--- src/core/door_ctrl_params.svh ---
`ifndef DOOR_CTRL_PARAMS_SVH
`define DOOR_CTRL_PARAMS_SVH

// register addresses on the serial command port
`define BUS_AND_MASK_CONTROL_ADDR 6'h26
`define BRIDGE_PWM_AND_PUMP_CONTROL_ADDR 6'h27
`define THERMAL_AND_CONSTANT_CURRENT_CONTROL_ADDR 6'h2c

// reset values
`define BUS_AND_MASK_CONTROL_RESET 24'h400088
`define BRIDGE_PWM_AND_PUMP_CONTROL_RESET 24'h000000
`define THERMAL_AND_CONSTANT_CURRENT_CONTROL_RESET 24'h000000

// implemented bits; all others are reserved and read zero
`define BUS_AND_MASK_CONTROL_MASK 24'he72f9f
`define BRIDGE_PWM_AND_PUMP_CONTROL_MASK 24'h00003e
`define THERMAL_AND_CONSTANT_CURRENT_CONTROL_MASK 24'h1021f7

// first control register fields
`define CAN_LOOP_BIT 23
`define LIN_STUCK_TRANSMIT_DETECT_BIT 22
`define LIN_WAKE_CONDITION_SELECT_BIT 21
`define PUMP_DITHER_DISABLE_BIT 18
`define LOAD_SUPERVISION_UNLOCK_BIT 17
`define WATCHDOG_SETTING_UNLOCK_BIT 16
`define THERMAL_WARNING_MASK_BIT 13
`define OPEN_LOAD_MASK_BIT 11
`define INTERFACE_ERROR_MASK_BIT 10
`define PHYS_LAYER_ERROR_MASK_BIT 9
`define WARNING_SUMMARY_MASK_BIT 8
`define PUMP_OFF_UNLOCK_BIT 7
`define CAN_AUTO_BIAS_BIT 4
`define FIRST_DIRECTION_SELECT_BIT 3
`define SECONDARY_REGULATOR_HI 2
`define SECONDARY_REGULATOR_LO 1
`define WATCHDOG_TRIGGER_BIT 0

// second control register fields
`define BRIDGE_SIX_PWM_ENABLE_BIT 5
`define SHARED_BRIDGE_PWM_ROUTE_HI 4
`define SHARED_BRIDGE_PWM_ROUTE_LO 3
`define PUMP_OFF_BIT 2
`define LOAD_SUPERVISION_DISABLE_BIT 1

// third control register fields
`define THERMAL_CLUSTER_ENABLE_BIT 20

// global status byte positions (bits 31..24 of the status word)
`define GSB_GLOBAL_ERROR 7
`define GSB_INTERFACE_ERROR 5
`define GSB_PHYS_LAYER_ERROR 4
`define GSB_FUNCTIONAL_ERROR 3
`define GSB_GLOBAL_WARNING 1

// timing
`define CLOCK_MHZ 200
`define LIN_WAKE_DOMINANT_NS 28000
`define LIN_WAKE_DOMINANT_CYCLES ((`LIN_WAKE_DOMINANT_NS * `CLOCK_MHZ + 999) / 1000)

`endif

--- src/core/door_ctrl_pkg.sv ---
package door_ctrl_pkg;

	typedef enum logic [1:0] {
		mode_active,
		mode_regulator_standby,
		mode_battery_standby
	} power_mode_t;

	typedef enum logic [1:0] {
		route_none,
		route_bridge_four,
		route_bridge_five,
		route_both
	} shared_route_t;

	typedef enum {
		wake_idle,
		wake_dominant
	} wake_state_t;

endpackage

--- src/core/status_summary_if.sv ---
`timescale 1ns/1ps
`default_nettype none

interface status_summary_if;
	logic thermal_warning_mask;
	logic open_load_mask;
	logic interface_error_mask;
	logic phys_layer_error_mask;
	logic warning_summary_mask;
	logic thermal_warning;
	logic open_load;
	logic interface_error;
	logic phys_layer_error;
	logic warning_condition;
	logic [7:0] global_status_byte;

	modport ctrl (
		output thermal_warning_mask,
		output open_load_mask,
		output interface_error_mask,
		output phys_layer_error_mask,
		output warning_summary_mask,
		output thermal_warning,
		output open_load,
		output interface_error,
		output phys_layer_error,
		output warning_condition,
		input global_status_byte
	);

	modport summary (
		input thermal_warning_mask,
		input open_load_mask,
		input interface_error_mask,
		input phys_layer_error_mask,
		input warning_summary_mask,
		input thermal_warning,
		input open_load,
		input interface_error,
		input phys_layer_error,
		input warning_condition,
		output global_status_byte
	);
endinterface

`default_nettype wire

--- src/core/status_summary.sv ---
`timescale 1ns/1ps
`default_nettype none
`include "door_ctrl_params.svh"

module status_summary (
	input wire logic core_clk,
	input wire logic rst,
	status_summary_if.summary st
);
	logic [7:0] next_gsb;

	always_comb begin
		next_gsb = 8'h00;
		next_gsb[`GSB_GLOBAL_WARNING] = st.thermal_warning | st.warning_condition;
		next_gsb[`GSB_FUNCTIONAL_ERROR] = st.open_load;
		next_gsb[`GSB_PHYS_LAYER_ERROR] = st.phys_layer_error;
		next_gsb[`GSB_INTERFACE_ERROR] = st.interface_error;
		next_gsb[`GSB_GLOBAL_ERROR] = (st.thermal_warning & ~st.thermal_warning_mask)
			| (st.open_load & ~st.open_load_mask)
			| (st.interface_error & ~st.interface_error_mask)
			| (st.phys_layer_error & ~st.phys_layer_error_mask)
			| (st.warning_condition & ~st.warning_summary_mask);
	end

	always_ff @(posedge core_clk) begin
		if (rst) begin
			st.global_status_byte <= 8'h00;
		end else begin
			st.global_status_byte <= next_gsb;
		end
	end
endmodule

`default_nettype wire

--- src/core/lin_wake_detect.sv ---
`timescale 1ns/1ps
`default_nettype none

module lin_wake_detect #(
	parameter int DOMINANT_CYCLES = 5600
) (
	input wire logic core_clk,
	input wire logic rst,
	input wire logic lin_rx_sync,
	input wire logic edge_only,
	output logic lin_wake
);
	localparam int CW = $clog2(DOMINANT_CYCLES + 1);

	door_ctrl_pkg::wake_state_t state;
	logic [CW-1:0] dom_count;
	logic rx_prev;

	generate
		if (DOMINANT_CYCLES < 1) begin : g_bad
			$error("lin_wake_detect: DOMINANT_CYCLES must be at least one");
		end
	endgenerate

	always_ff @(posedge core_clk) begin
		if (rst) begin
			rx_prev <= 1'b1;
		end else begin
			rx_prev <= lin_rx_sync;
		end
	end

	// bus high is recessive, low is dominant
	always_ff @(posedge core_clk) begin
		if (rst) begin
			state <= door_ctrl_pkg::wake_idle;
			dom_count <= '0;
			lin_wake <= 1'b0;
		end else begin
			lin_wake <= 1'b0;
			case (state)
				door_ctrl_pkg::wake_idle: begin
					dom_count <= '0;
					if (rx_prev && !lin_rx_sync) begin
						if (edge_only) begin
							lin_wake <= 1'b1;
						end else begin
							state <= door_ctrl_pkg::wake_dominant;
						end
					end
				end
				door_ctrl_pkg::wake_dominant: begin
					if (lin_rx_sync) begin
						state <= door_ctrl_pkg::wake_idle;
						lin_wake <= (dom_count >= CW'(DOMINANT_CYCLES));
					end else if (dom_count < CW'(DOMINANT_CYCLES)) begin
						dom_count <= dom_count + CW'(1);
					end
				end
				default: begin
					state <= door_ctrl_pkg::wake_idle;
				end
			endcase
		end
	end
endmodule

`default_nettype wire

--- src/core/door_ctrl_regs.sv ---
`timescale 1ns/1ps
`default_nettype none
`include "door_ctrl_params.svh"

// What this block does
// - Control bit 23 set loops CAN transmit input to receive output; resets off.
// - Bit 22 enables stuck LIN transmit timeout detection; resets enabled.
// - Bit 21 clear: wake on dominant pulse over 28 us; set: falling edge.
// - Bit 18 set disables charge pump dithering; resets to dithering on.
// - Without load supervision unlock, writing one to its disable bit is ignored.
// - Unlock allows the disable write in the next command only, then clears.
// - Watchdog setting unlock opens the next command only, then clears itself.
// - Thermal warning mask keeps warnings out of the global error flag.
// - Open load mask keeps open load out of global error, functional flag stays.
// - Interface error mask keeps interface errors out of global error.
// - Physical layer mask keeps those errors out of global error.
// - Warning summary mask keeps warnings out of global error; masks reset clear.
// - Pump off unlock clear refuses writing one to pump off; resets set.
// - Bit 4 enables CAN automatic biasing; resets off.
// - Bit 3 routes shared input to first direction or second wake input.
// - Bits 2:1 pick secondary regulator on-modes: off, active, active plus regulator standby.
// - Second register bit 5 puts channel six PWM on bridge six low side.
// - Bits 4:3 route shared PWM to bridge four, five, both or none.
// - Second register bit 2 switches pump off, settable only while unlocked.
// - Second register bit 1 disables load supervision, settable only while unlocked.
// - Third register bit 20 enables per-cluster thermal warning and shutdown.
// - Third register holds per-output constant current start-up enables.
// - Global status has error summary, warning and three error class flags.
module door_ctrl_regs #(
	parameter int LIN_WAKE_CYCLES = `LIN_WAKE_DOMINANT_CYCLES
) (
	input wire logic core_clk,
	input wire logic rst,
	// decoded serial command, one pulse per finished frame
	input wire logic cmd_valid,
	input wire logic cmd_write,
	input wire logic [5:0] cmd_addr,
	input wire logic [23:0] cmd_wdata,
	output logic [23:0] cmd_rdata,
	output logic cmd_hit,
	// transceiver paths
	input wire logic can_transmit_input,
	input wire logic can_transceiver_rx,
	output logic can_receive_output,
	input wire logic lin_bus_rx,
	output logic lin_wake,
	// shared input pin and PWM sources
	input wire logic shared_input_pin,
	output logic first_direction_input,
	output logic second_external_wake_input,
	output logic second_direction_enable,
	input wire logic pwm_shared,
	input wire logic pwm_six,
	output logic half_bridge_four_ls_pwm,
	output logic half_bridge_five_ls_pwm,
	output logic half_bridge_six_ls_pwm,
	// power mode and regulator
	input wire door_ctrl_pkg::power_mode_t power_mode,
	output logic secondary_regulator_on,
	// configuration levels to the rest of the device
	output logic lin_stuck_transmit_detect,
	output logic pump_dither_disable,
	output logic pump_off,
	output logic can_auto_bias,
	output logic load_supervision_disable,
	output logic watchdog_setting_unlock,
	output logic watchdog_trigger,
	output logic thermal_cluster_enable,
	output logic [8:0] high_side_const_current_enable,
	// fault levels and the resulting global status
	input wire logic thermal_warning,
	input wire logic open_load,
	input wire logic interface_error,
	input wire logic phys_layer_error,
	input wire logic warning_condition,
	output logic [7:0] global_status_byte
);
	logic [23:0] bus_and_mask_control;
	logic [23:0] bridge_pwm_and_pump_control;
	logic [23:0] thermal_and_constant_current_control;
	logic [23:0] next_bus_and_mask_control;
	logic [23:0] next_bridge_pwm_and_pump_control;
	logic wr_cr1;
	logic wr_cr2;
	logic wr_cr3;
	logic [1:0] can_tx_sync;
	logic [1:0] lin_sync;
	logic [1:0] shared_sync;
	door_ctrl_pkg::shared_route_t route;

	status_summary_if st ();

	// the wake counter needs a threshold of at least one cycle
	generate
		if (LIN_WAKE_CYCLES < 1) begin : g_bad_wake
			$error("LIN_WAKE_CYCLES below one");
		end
	endgenerate

	function automatic logic addr_is(input logic [5:0] a, input logic [5:0] target);
		return a == target;
	endfunction

	function automatic logic guarded_bit(input logic old_v, input logic new_v, input logic unlocked);
		// a one is only taken when unlocked; clearing is always allowed
		return new_v ? (unlocked | old_v) : 1'b0;
	endfunction

	always_comb begin
		wr_cr1 = cmd_valid & cmd_write & addr_is(cmd_addr, `BUS_AND_MASK_CONTROL_ADDR);
		wr_cr2 = cmd_valid & cmd_write & addr_is(cmd_addr, `BRIDGE_PWM_AND_PUMP_CONTROL_ADDR);
		wr_cr3 = cmd_valid & cmd_write & addr_is(cmd_addr, `THERMAL_AND_CONSTANT_CURRENT_CONTROL_ADDR);
	end

	// first control register, including self-clearing unlock bits
	always_comb begin
		next_bus_and_mask_control = bus_and_mask_control;
		if (wr_cr1) begin
			next_bus_and_mask_control = cmd_wdata & `BUS_AND_MASK_CONTROL_MASK;
		end else if (cmd_valid) begin
			// any other command consumes the one-shot unlocks
			next_bus_and_mask_control[`LOAD_SUPERVISION_UNLOCK_BIT] = 1'b0;
			next_bus_and_mask_control[`WATCHDOG_SETTING_UNLOCK_BIT] = 1'b0;
		end
	end

	always_ff @(posedge core_clk) begin
		if (rst) begin
			bus_and_mask_control <= `BUS_AND_MASK_CONTROL_RESET;
		end else begin
			bus_and_mask_control <= next_bus_and_mask_control;
		end
	end

	// second control register with guarded bits
	always_comb begin
		next_bridge_pwm_and_pump_control = bridge_pwm_and_pump_control;
		if (wr_cr2) begin
			next_bridge_pwm_and_pump_control = cmd_wdata & `BRIDGE_PWM_AND_PUMP_CONTROL_MASK;
			next_bridge_pwm_and_pump_control[`PUMP_OFF_BIT] = guarded_bit(
				bridge_pwm_and_pump_control[`PUMP_OFF_BIT], cmd_wdata[`PUMP_OFF_BIT],
				bus_and_mask_control[`PUMP_OFF_UNLOCK_BIT]);
			next_bridge_pwm_and_pump_control[`LOAD_SUPERVISION_DISABLE_BIT] = guarded_bit(
				bridge_pwm_and_pump_control[`LOAD_SUPERVISION_DISABLE_BIT],
				cmd_wdata[`LOAD_SUPERVISION_DISABLE_BIT],
				bus_and_mask_control[`LOAD_SUPERVISION_UNLOCK_BIT]);
		end
	end

	always_ff @(posedge core_clk) begin
		if (rst) begin
			bridge_pwm_and_pump_control <= `BRIDGE_PWM_AND_PUMP_CONTROL_RESET;
		end else begin
			bridge_pwm_and_pump_control <= next_bridge_pwm_and_pump_control;
		end
	end

	always_ff @(posedge core_clk) begin
		if (rst) begin
			thermal_and_constant_current_control <= `THERMAL_AND_CONSTANT_CURRENT_CONTROL_RESET;
		end else if (wr_cr3) begin
			thermal_and_constant_current_control <= cmd_wdata & `THERMAL_AND_CONSTANT_CURRENT_CONTROL_MASK;
		end
	end

	// read back: value before this command's write, unmapped reads zero
	always_ff @(posedge core_clk) begin
		if (rst) begin
			cmd_rdata <= 24'h000000;
			cmd_hit <= 1'b0;
		end else if (cmd_valid) begin
			cmd_hit <= addr_is(cmd_addr, `BUS_AND_MASK_CONTROL_ADDR)
				| addr_is(cmd_addr, `BRIDGE_PWM_AND_PUMP_CONTROL_ADDR)
				| addr_is(cmd_addr, `THERMAL_AND_CONSTANT_CURRENT_CONTROL_ADDR);
			if (addr_is(cmd_addr, `BUS_AND_MASK_CONTROL_ADDR)) begin
				cmd_rdata <= bus_and_mask_control;
			end else if (addr_is(cmd_addr, `BRIDGE_PWM_AND_PUMP_CONTROL_ADDR)) begin
				cmd_rdata <= bridge_pwm_and_pump_control;
			end else if (addr_is(cmd_addr, `THERMAL_AND_CONSTANT_CURRENT_CONTROL_ADDR)) begin
				cmd_rdata <= thermal_and_constant_current_control;
			end else begin
				cmd_rdata <= 24'h000000;
			end
		end
	end

	// pin synchronisers: two flops each for the CAN transmit, LIN and shared input pins before logic reads them
	always_ff @(posedge core_clk) begin
		if (rst) begin
			can_tx_sync <= 2'h3;
			lin_sync <= 2'h3;
			shared_sync <= 2'h0;
		end else begin
			can_tx_sync <= {can_tx_sync[0], can_transmit_input};
			lin_sync <= {lin_sync[0], lin_bus_rx};
			shared_sync <= {shared_sync[0], shared_input_pin};
		end
	end

	// receive path: loop the transmit data back while looping is on
	always_ff @(posedge core_clk) begin
		if (rst) begin
			can_receive_output <= 1'b1;
		end else if (bus_and_mask_control[`CAN_LOOP_BIT]) begin
			can_receive_output <= can_tx_sync[1];
		end else begin
			can_receive_output <= can_transceiver_rx;
		end
	end

	lin_wake_detect #(
		.DOMINANT_CYCLES(LIN_WAKE_CYCLES)
	) u_lin_wake (
		.core_clk(core_clk),
		.rst(rst),
		.lin_rx_sync(lin_sync[1]),
		.edge_only(bus_and_mask_control[`LIN_WAKE_CONDITION_SELECT_BIT]),
		.lin_wake(lin_wake)
	);

	// shared input pin function
	always_ff @(posedge core_clk) begin
		if (rst) begin
			first_direction_input <= 1'b0;
			second_external_wake_input <= 1'b0;
		end else begin
			first_direction_input <= bus_and_mask_control[`FIRST_DIRECTION_SELECT_BIT] & shared_sync[1];
			second_external_wake_input <= ~bus_and_mask_control[`FIRST_DIRECTION_SELECT_BIT] & shared_sync[1];
		end
	end

	// low-side PWM steering
	always_comb begin
		route = door_ctrl_pkg::shared_route_t'(bridge_pwm_and_pump_control[`SHARED_BRIDGE_PWM_ROUTE_HI:`SHARED_BRIDGE_PWM_ROUTE_LO]);
	end

	always_ff @(posedge core_clk) begin
		if (rst) begin
			half_bridge_four_ls_pwm <= 1'b0;
			half_bridge_five_ls_pwm <= 1'b0;
			half_bridge_six_ls_pwm <= 1'b0;
		end else begin
			half_bridge_four_ls_pwm <= pwm_shared & (route == door_ctrl_pkg::route_bridge_four
				|| route == door_ctrl_pkg::route_both);
			half_bridge_five_ls_pwm <= pwm_shared & (route == door_ctrl_pkg::route_bridge_five
				|| route == door_ctrl_pkg::route_both);
			half_bridge_six_ls_pwm <= pwm_six & bridge_pwm_and_pump_control[`BRIDGE_SIX_PWM_ENABLE_BIT];
		end
	end

	// secondary regulator enable per power mode
	always_ff @(posedge core_clk) begin
		if (rst) begin
			secondary_regulator_on <= 1'b0;
		end else begin
			case (bus_and_mask_control[`SECONDARY_REGULATOR_HI:`SECONDARY_REGULATOR_LO])
				2'h0: secondary_regulator_on <= 1'b0;
				2'h1: secondary_regulator_on <= (power_mode == door_ctrl_pkg::mode_active);
				default: secondary_regulator_on <= (power_mode != door_ctrl_pkg::mode_battery_standby);
			endcase
		end
	end

	always_comb begin
		second_direction_enable = ~bridge_pwm_and_pump_control[`BRIDGE_SIX_PWM_ENABLE_BIT];
		lin_stuck_transmit_detect = bus_and_mask_control[`LIN_STUCK_TRANSMIT_DETECT_BIT];
		pump_dither_disable = bus_and_mask_control[`PUMP_DITHER_DISABLE_BIT];
		pump_off = bridge_pwm_and_pump_control[`PUMP_OFF_BIT];
		can_auto_bias = bus_and_mask_control[`CAN_AUTO_BIAS_BIT];
		load_supervision_disable = bridge_pwm_and_pump_control[`LOAD_SUPERVISION_DISABLE_BIT];
		watchdog_setting_unlock = bus_and_mask_control[`WATCHDOG_SETTING_UNLOCK_BIT];
		watchdog_trigger = bus_and_mask_control[`WATCHDOG_TRIGGER_BIT];
		thermal_cluster_enable = thermal_and_constant_current_control[`THERMAL_CLUSTER_ENABLE_BIT];
		high_side_const_current_enable = {thermal_and_constant_current_control[13],
			thermal_and_constant_current_control[8:4], thermal_and_constant_current_control[2:0]};
	end

	// fault summary
	always_comb begin
		st.thermal_warning_mask = bus_and_mask_control[`THERMAL_WARNING_MASK_BIT];
		st.open_load_mask = bus_and_mask_control[`OPEN_LOAD_MASK_BIT];
		st.interface_error_mask = bus_and_mask_control[`INTERFACE_ERROR_MASK_BIT];
		st.phys_layer_error_mask = bus_and_mask_control[`PHYS_LAYER_ERROR_MASK_BIT];
		st.warning_summary_mask = bus_and_mask_control[`WARNING_SUMMARY_MASK_BIT];
		st.thermal_warning = thermal_warning;
		st.open_load = open_load;
		st.interface_error = interface_error;
		st.phys_layer_error = phys_layer_error;
		st.warning_condition = warning_condition;
		global_status_byte = st.global_status_byte;
	end

	status_summary u_summary (
		.core_clk(core_clk),
		.rst(rst),
		.st(st.summary)
	);
endmodule

`default_nettype wire

--- config.mk ---
export PLATFORM = sky130hd
export DESIGN_NAME = door_ctrl_regs
export DESIGN_NICKNAME = d
export VERILOG_FILES = /design/src/core/door_ctrl_pkg.sv /design/src/core/status_summary_if.sv /design/src/core/status_summary.sv /design/src/core/lin_wake_detect.sv /design/src/core/door_ctrl_regs.sv
export VERILOG_INCLUDE_DIRS = /design/src /design/src/core
export SDC_FILE = /design/constraint.sdc
export NUM_CORES = 1
export LEC_CHECK = 0
export BUFFER_PORTS_ARGS = -buffer_cell sky130_fd_sc_hd__buf_2
export CAP_MARGIN = 20
export CORE_UTILIZATION = 49
export CTS_BUF_LIST = sky130_fd_sc_hd__clkbuf_8
export DETAILED_ROUTE_END_ITERATION = 8
export PLACE_DENSITY = 0.84
export SKIP_LAST_GASP = 1
export SYNTH_ARGS = -nofsm -noshare
export SYNTH_HDL_FRONTEND = slang
export SYNTH_SLANG_ARGS = --single-unit
--- constraint.sdc ---
create_clock -name core_clk -period 2.7 [get_ports core_clk]
set_clock_uncertainty 0.05 [all_clocks]
set_input_delay 0.54 -clock core_clk [delete_from_list [all_inputs] [get_ports core_clk]]
set_output_delay 0.54 -clock core_clk [all_outputs]
set_load 0.03 [all_outputs]
# Word level (Yosys, flattened, before mapping)
# Cells that the tools add are included.
# classes
add_sub_neg,1
div,0
n_mux,20
n_shift,0
n_reduce_logical,11
multipliers,0
order_cmp,2
n_bitwise,30
n_eq_ne,14
# ops
cell,count
32-bit two-way mux,3
32-bit case mux with 2 select lines,1
21-bit two-way mux,2
"32-bit by 1-bit == test with 1-bit output, second input constant",1
32-bit logical NOT,1
13-bit two-way mux,2
13-bit case mux with 2 select lines,1
24-bit two-way mux,1
"6-bit == test, second input constant",3
1-bit AND,14
"13-bit by 1-bit adder with 13-bit output, second input constant",1
"13-bit >= comparator, second input constant",1
"13-bit < comparator, second input constant",1
1-bit OR,9
"2-bit inequality test, second input constant",4
1-bit inverter,7
1-bit two-way mux,6
3-bit AND reduction,2
"2-bit by 1-bit == test with 1-bit output, second input constant",2
"2-bit == test, second input constant",2
2-bit logical NOT,2
2-bit two-way mux,2
"2-bit by 1-bit inequality test with 1-bit output, second input constant",2
1-bit case mux with 2 select lines,2
4 further kinds,6
# totals
wordCells,100
rom_bits,0
mem_bits_rw,0
latch_bits,0
memories,0
inputBits,47
reg_bits,125
out_inout_bits,59

# Longest topological paths before layout
# depth
ltp_word,6
depth_mapped,7
ltp_nobuf,4

# Modules after synthesis
# From an unflattened synthesis, not the netlist that was laid out.
# unflattened
cells_unflattened,403
hier_area_um2,3701.0
# modules_own_cells
module,area_per_inst_um2,seq_area_each_um2,instances,cells_per_inst
door_ctrl_regs,2731.4,1321.3,1,290
lin_wake_detect,777.0,320.3,1,92
status_summary,192.7,100.1,1,21

# Least setup slack after synthesis
# No wires, ideal clock.
# synth_timing
kind,input-to-reg
start,input cmd_addr[4]
end,register bus_and_mask_control[18]
setup_time_ps,128
arrival_ps,1719
stages,6
n_path_buf,2
path_slack_ps,803
required_ps,2522
path_cell_list,nand3b_1 > nor4_2 > buf_4 > buf_6 > mux2i_1 > nor2_1
# synth_via
elab_chain_len,2
# synth_lines
element,line,rtl
start: declaration,door_ctrl_regs.sv:37,"input wire logic [5:0] cmd_addr,"
6-bit == test,door_ctrl_regs.sv:101,return a == target;
1-bit AND,door_ctrl_regs.sv:110,"wr_cr1 = cmd_valid & cmd_write & addr_is(cmd_addr, `BUS_AND_MASK_CONTROL_ADDR);"
end signal: assignment,door_ctrl_regs.sv:129,bus_and_mask_control <= `BUS_AND_MASK_CONTROL_RESET;
end signal: assignment,door_ctrl_regs.sv:131,bus_and_mask_control <= next_bus_and_mask_control;
end: declaration,door_ctrl_regs.sv:78,logic [23:0] bus_and_mask_control;
# Every way passes these cells.
# A chain may end at the register's enable or synchronous reset.

# Worst setup path in the final report
# layout_timing
start,register u_lin_wake.dom_count[7]
end,register u_lin_wake.dom_count[6]
# layout_via
elab_chain_len,3
# layout_lines
element,line,rtl
start: declaration,lin_wake_detect.sv:16,logic [CW-1:0] dom_count;
start signal: assignment,lin_wake_detect.sv:57,dom_count <= dom_count + CW'(1);
13-bit < comparator,lin_wake_detect.sv:56,end else if (dom_count < CW'(DOMINANT_CYCLES)) begin
2-bit by 1-bit inequality test with 1-bit output (no source line),-,
3-bit AND reduction (no source line),-,
# Every way passes these cells.

==> key figures <==
Detailed routing
  – 1st-iter DRT viols: 111
  – DRT Pass-1 Iters: 4
  – Routed WL: 7.84 mm
  – Via count: roughly 2900
  – Wire per inst: between 10 and 15 um
  – Routed vias/inst: 5.28
  – Post-route ant nets: 0
  – DRC: 0

Synth
  – Post-synthesis mux area share: roughly 11%
  – Yosys top cell by area: dfxtp_1
  – Sequential area share after synthesis: approximately half
  – Mapped Cells: 364
  – Ys flop type: dfxtp_1
  – Largest family of logic cells by synthesized area: simple AND/OR/NAND/NOR gates
  – Adder-cell area share of the yosys netlist: less than 1%
  – Most common cell in the netlist: dfxtp_1
  – Post-synth EDFFs: 0
  – Most frequent cells after synthesis: 87 x dfxtp_1, 57 x nor2_1, 33 x mux2i_1, 20 x nand2_1, 16 x a21oi_1
  – Synthesized area: 3480 um2
  – Share of synthesized registers carrying an async set or reset: 0%
  – Synth Area in Compound Gates: between 10% and 20%
  – Library cells used by synthesis: between 50 and 60
  – Avg Cell Area, Syn: about 9.6 um2
  – Top cell type's share of synthesized area: 50.0%
  – Synth warn: 0
  – Yosys reg bits: just under 90
  – Ranking of synthesized cells by area: dfxtp_1 50%, mux2i_1 9.5%, nor2_1 6.1%
  – Simple-gate portion of the synthesized area: between 10% and 20%
  – Synth Area in XOR/XNOR: less than 1%

Critical path
  – Flop2flop setup slack: 0.84 ns
  – Slowest-stage cell, CP: nor3_1
  – R2R depth: 4
  – WP data arrival: ~2.1 ns
  – CP endpoint kind: register
  – R2R Path End: u_lin_wake.dom_count[6]
  – RR Startpoint: u_lin_wake.dom_count[7]
  – Cell Chain, Critical Path: nand4_1 > nor3_1 > o311ai_0 > o41ai_1
  – Worst path max stage delay: about 0.7 ns
  – CP required: 2.89 ns
  – Worst setup SP type: register
  – Setup CP Type: reg2reg
  – CP Max Fanout: 9

Global routing
  – Largest net degree at the start of global routing: 38
  – First-pass GRT wire length: approximately 13 mm
  – GRT Total Usage: 21.7%
  – Vias in the first global route: approximately 2800
  – Grt total ovfl: 0
  – Initial antenna violation count: 0

Layout
  – # nets final: 507
  – Post-Layout Cell Count: around 560
  – Layout cells sized above 1: approximately 28%
  – Fillers: 590
  – Antenna Cells: 0
  – Layout area overhead: 21.4%

Timing
  – RSZ-0062 raised after global routing: false
  – Worst hold slack: 0.310 ns
  – Slew @ Worst Pin: 0.814 ns
  – Post-layout minimum cycle time: ~1.9 ns
  – Final setup violating endpoints: 0
  – Final hold violation count: 0
  – Setup_tns: 0 ns
  – Worst relative slew slack: 45.3%
  – Slew Viols, Final: 0
  – Max Fclk: 536 MHz
  – Fin crit share: between 60% and 70%

Clock network
  – Clk pin slew, worst setup/hold paths: 0.09 ns
  – Clock Latency Late Sink: 0.35 ns
  – TritonCTS buffer count: 9
  – Clk buf depth: 2
  – Root Driver: clkbuf_8
  – H-tree levels: 3
  – TritonCTS Sinks: 87
  – Postcts setup bufs: 0
  – CTS tree: done
  – CTS Hold Bufs: 0
  – CTS resizes: 0

Pwr
  – Leak Pwr: 0.00179 uW
  – Comb power frac: 7.3%
  – Int Pwr: around 1800 uW
  – VDD IR max: between 0.0003 and 0.0004 V
  – Clock Power Share: a little under two fifths
  – Net Sw Frac: between 20% and 30%
  – Seq pwr share: 55.1%
  – Pwr/cell area: about 560 nW/um2
  – NetSw: roughly 570 uW

Worst hold path
  – Hold Path Origin: power_mode[1]
  – Hold EP: secondary_regulator_on
  – Hold Path Depth: 2
  – Hold Crit Class: in2reg

Floorplanning
  – Core Region: slightly below 7000 um2
  – Initial Utilization: 51.0%
  – # rows: 30
  – Die height: around 86 um
  – Die X: around 86 um
  – Ports: between 100 and 150
  – Die ar.: roughly 7400 um2

Run status
  – Outcome: completed

Place
  – Placed Instances: between 500 and 600
  – Gp weighted congestion: ~0.86
  – Hpwl dp: 5.54 mm
  – Number of port buffers: 94

Flow run
  – Max cap viols: 0
## cells in the final DEF, fill, tap and decap left out, drive strengths merged, types with 6 or more instances in the layout
master | netlist | final
buf | 18 | 103
nor2b | 10 | 10
clkbuf | 8 | 10
nor3 | 11 | 11
nand2b | 7 | 7
a211oi | 7 | 7
inv | 10 | 13
nor2 | 57 | 57
o21ai | 6 | 6
dfxtp | 87 | 87
mux2i | 33 | 33
a21oi | 16 | 16
nand2 | 20 | 20
conb | 1 | 7
## layout make-up
cell class	instances	area (um2)	share of cell area [%]
Multi-Input combinational cell	246	1590	37.6
Clock buffer	10	138	3.26
Tap cell	96	120	2.84
Clock inverter	6	60.1	1.42
Sequential cell	87	1740	41.2
Inverter	11	41.3	0.977
Timing Repair Buffer	103	538	12.7
## cells by family after synthesis
family	Yosys count
compound gates	63
simple gates	136
fa+ha+maj	2
mux	37
other cells	1
xor+xnor	1
flops	87
buf+inv	37
## how the worst max path moves through the flow
stage                             start                        to  slack [ns]  depth (start not counted)
2_1_floorplan               cmd_addr[4]  bus_and_mask_control[18]        0.80                          6
3_3_place_gp                cmd_addr[4]  bus_and_mask_control[22]        0.57                          6
3_5_place_dp                cmd_addr[4]  bus_and_mask_control[22]        0.54                          6
4_1_cts         u_lin_wake.dom_count[7]   u_lin_wake.dom_count[6]        0.88                          4
5_1_grt        u_lin_wake.dom_count[10]   u_lin_wake.dom_count[6]        0.70                          4
6_report        u_lin_wake.dom_count[7]   u_lin_wake.dom_count[6]        0.84                          4
## sequential cells by signal, summed over array words and instances, names as in the netlist, 2 cells and up
register / cells
u_summary.st.global_status_byte: 5
lin_sync: 2
bridge_pwm_and_pump_control: 5
cmd_rdata: 20
shared_sync: 2
bus_and_mask_control: 17
u_lin_wake.dom_count: 13
can_tx_sync: 2
thermal_and_constant_current_control: 10
## per-stage QoR
step / power [uW] / utilization (%) / setup slack, ns / instance area (um2)
3_3_place_gp: 1510 / 59.0 / 0.568 / 4030
5_1_grt: 2460 / 61.9 / 0.703 / 4230
3_5_place_dp: 1510 / 59.0 / 0.542 / 4030
4_1_cts: 2400 / 61.9 / 0.883 / 4230
6_report: 2380 / 61.9 / 0.835 / 4230
2_1_floorplan: 1450 / - / 0.803 / 3500
## worst max-delay path, delay by kind of cell (launching register included)
kind            cells  cell delay [ns]
compound gates      2             0.37
flops               1             0.42
simple gates        2             0.93
## power groups by stage
| stage | Sequential, uW | Combinational, uW | Clock (uW) |
|---|---|---|---|
| final | 1310 | 174 | 895 |
| after global routing | 1310 | 188 | 962 |
| after CTS | 1310 | 175 | 910 |
| after detailed placement | 1340 | 174 | 0 |
| after global placement | 1340 | 171 | 0 |
| after floorplan | 1370 | 87.7 | 0 |
## routing by layer
metal,vias to the layer above,part of all wire (%),global-route usage [%]
li1,1459,-,-
met1,1386,45,26.9
met2,96,49,36.1
met3,8,5.0,5.24
met4,0,1.1,9.55
met5,-,0,0
No activity file was read; power rests on OpenSTA's default activity.
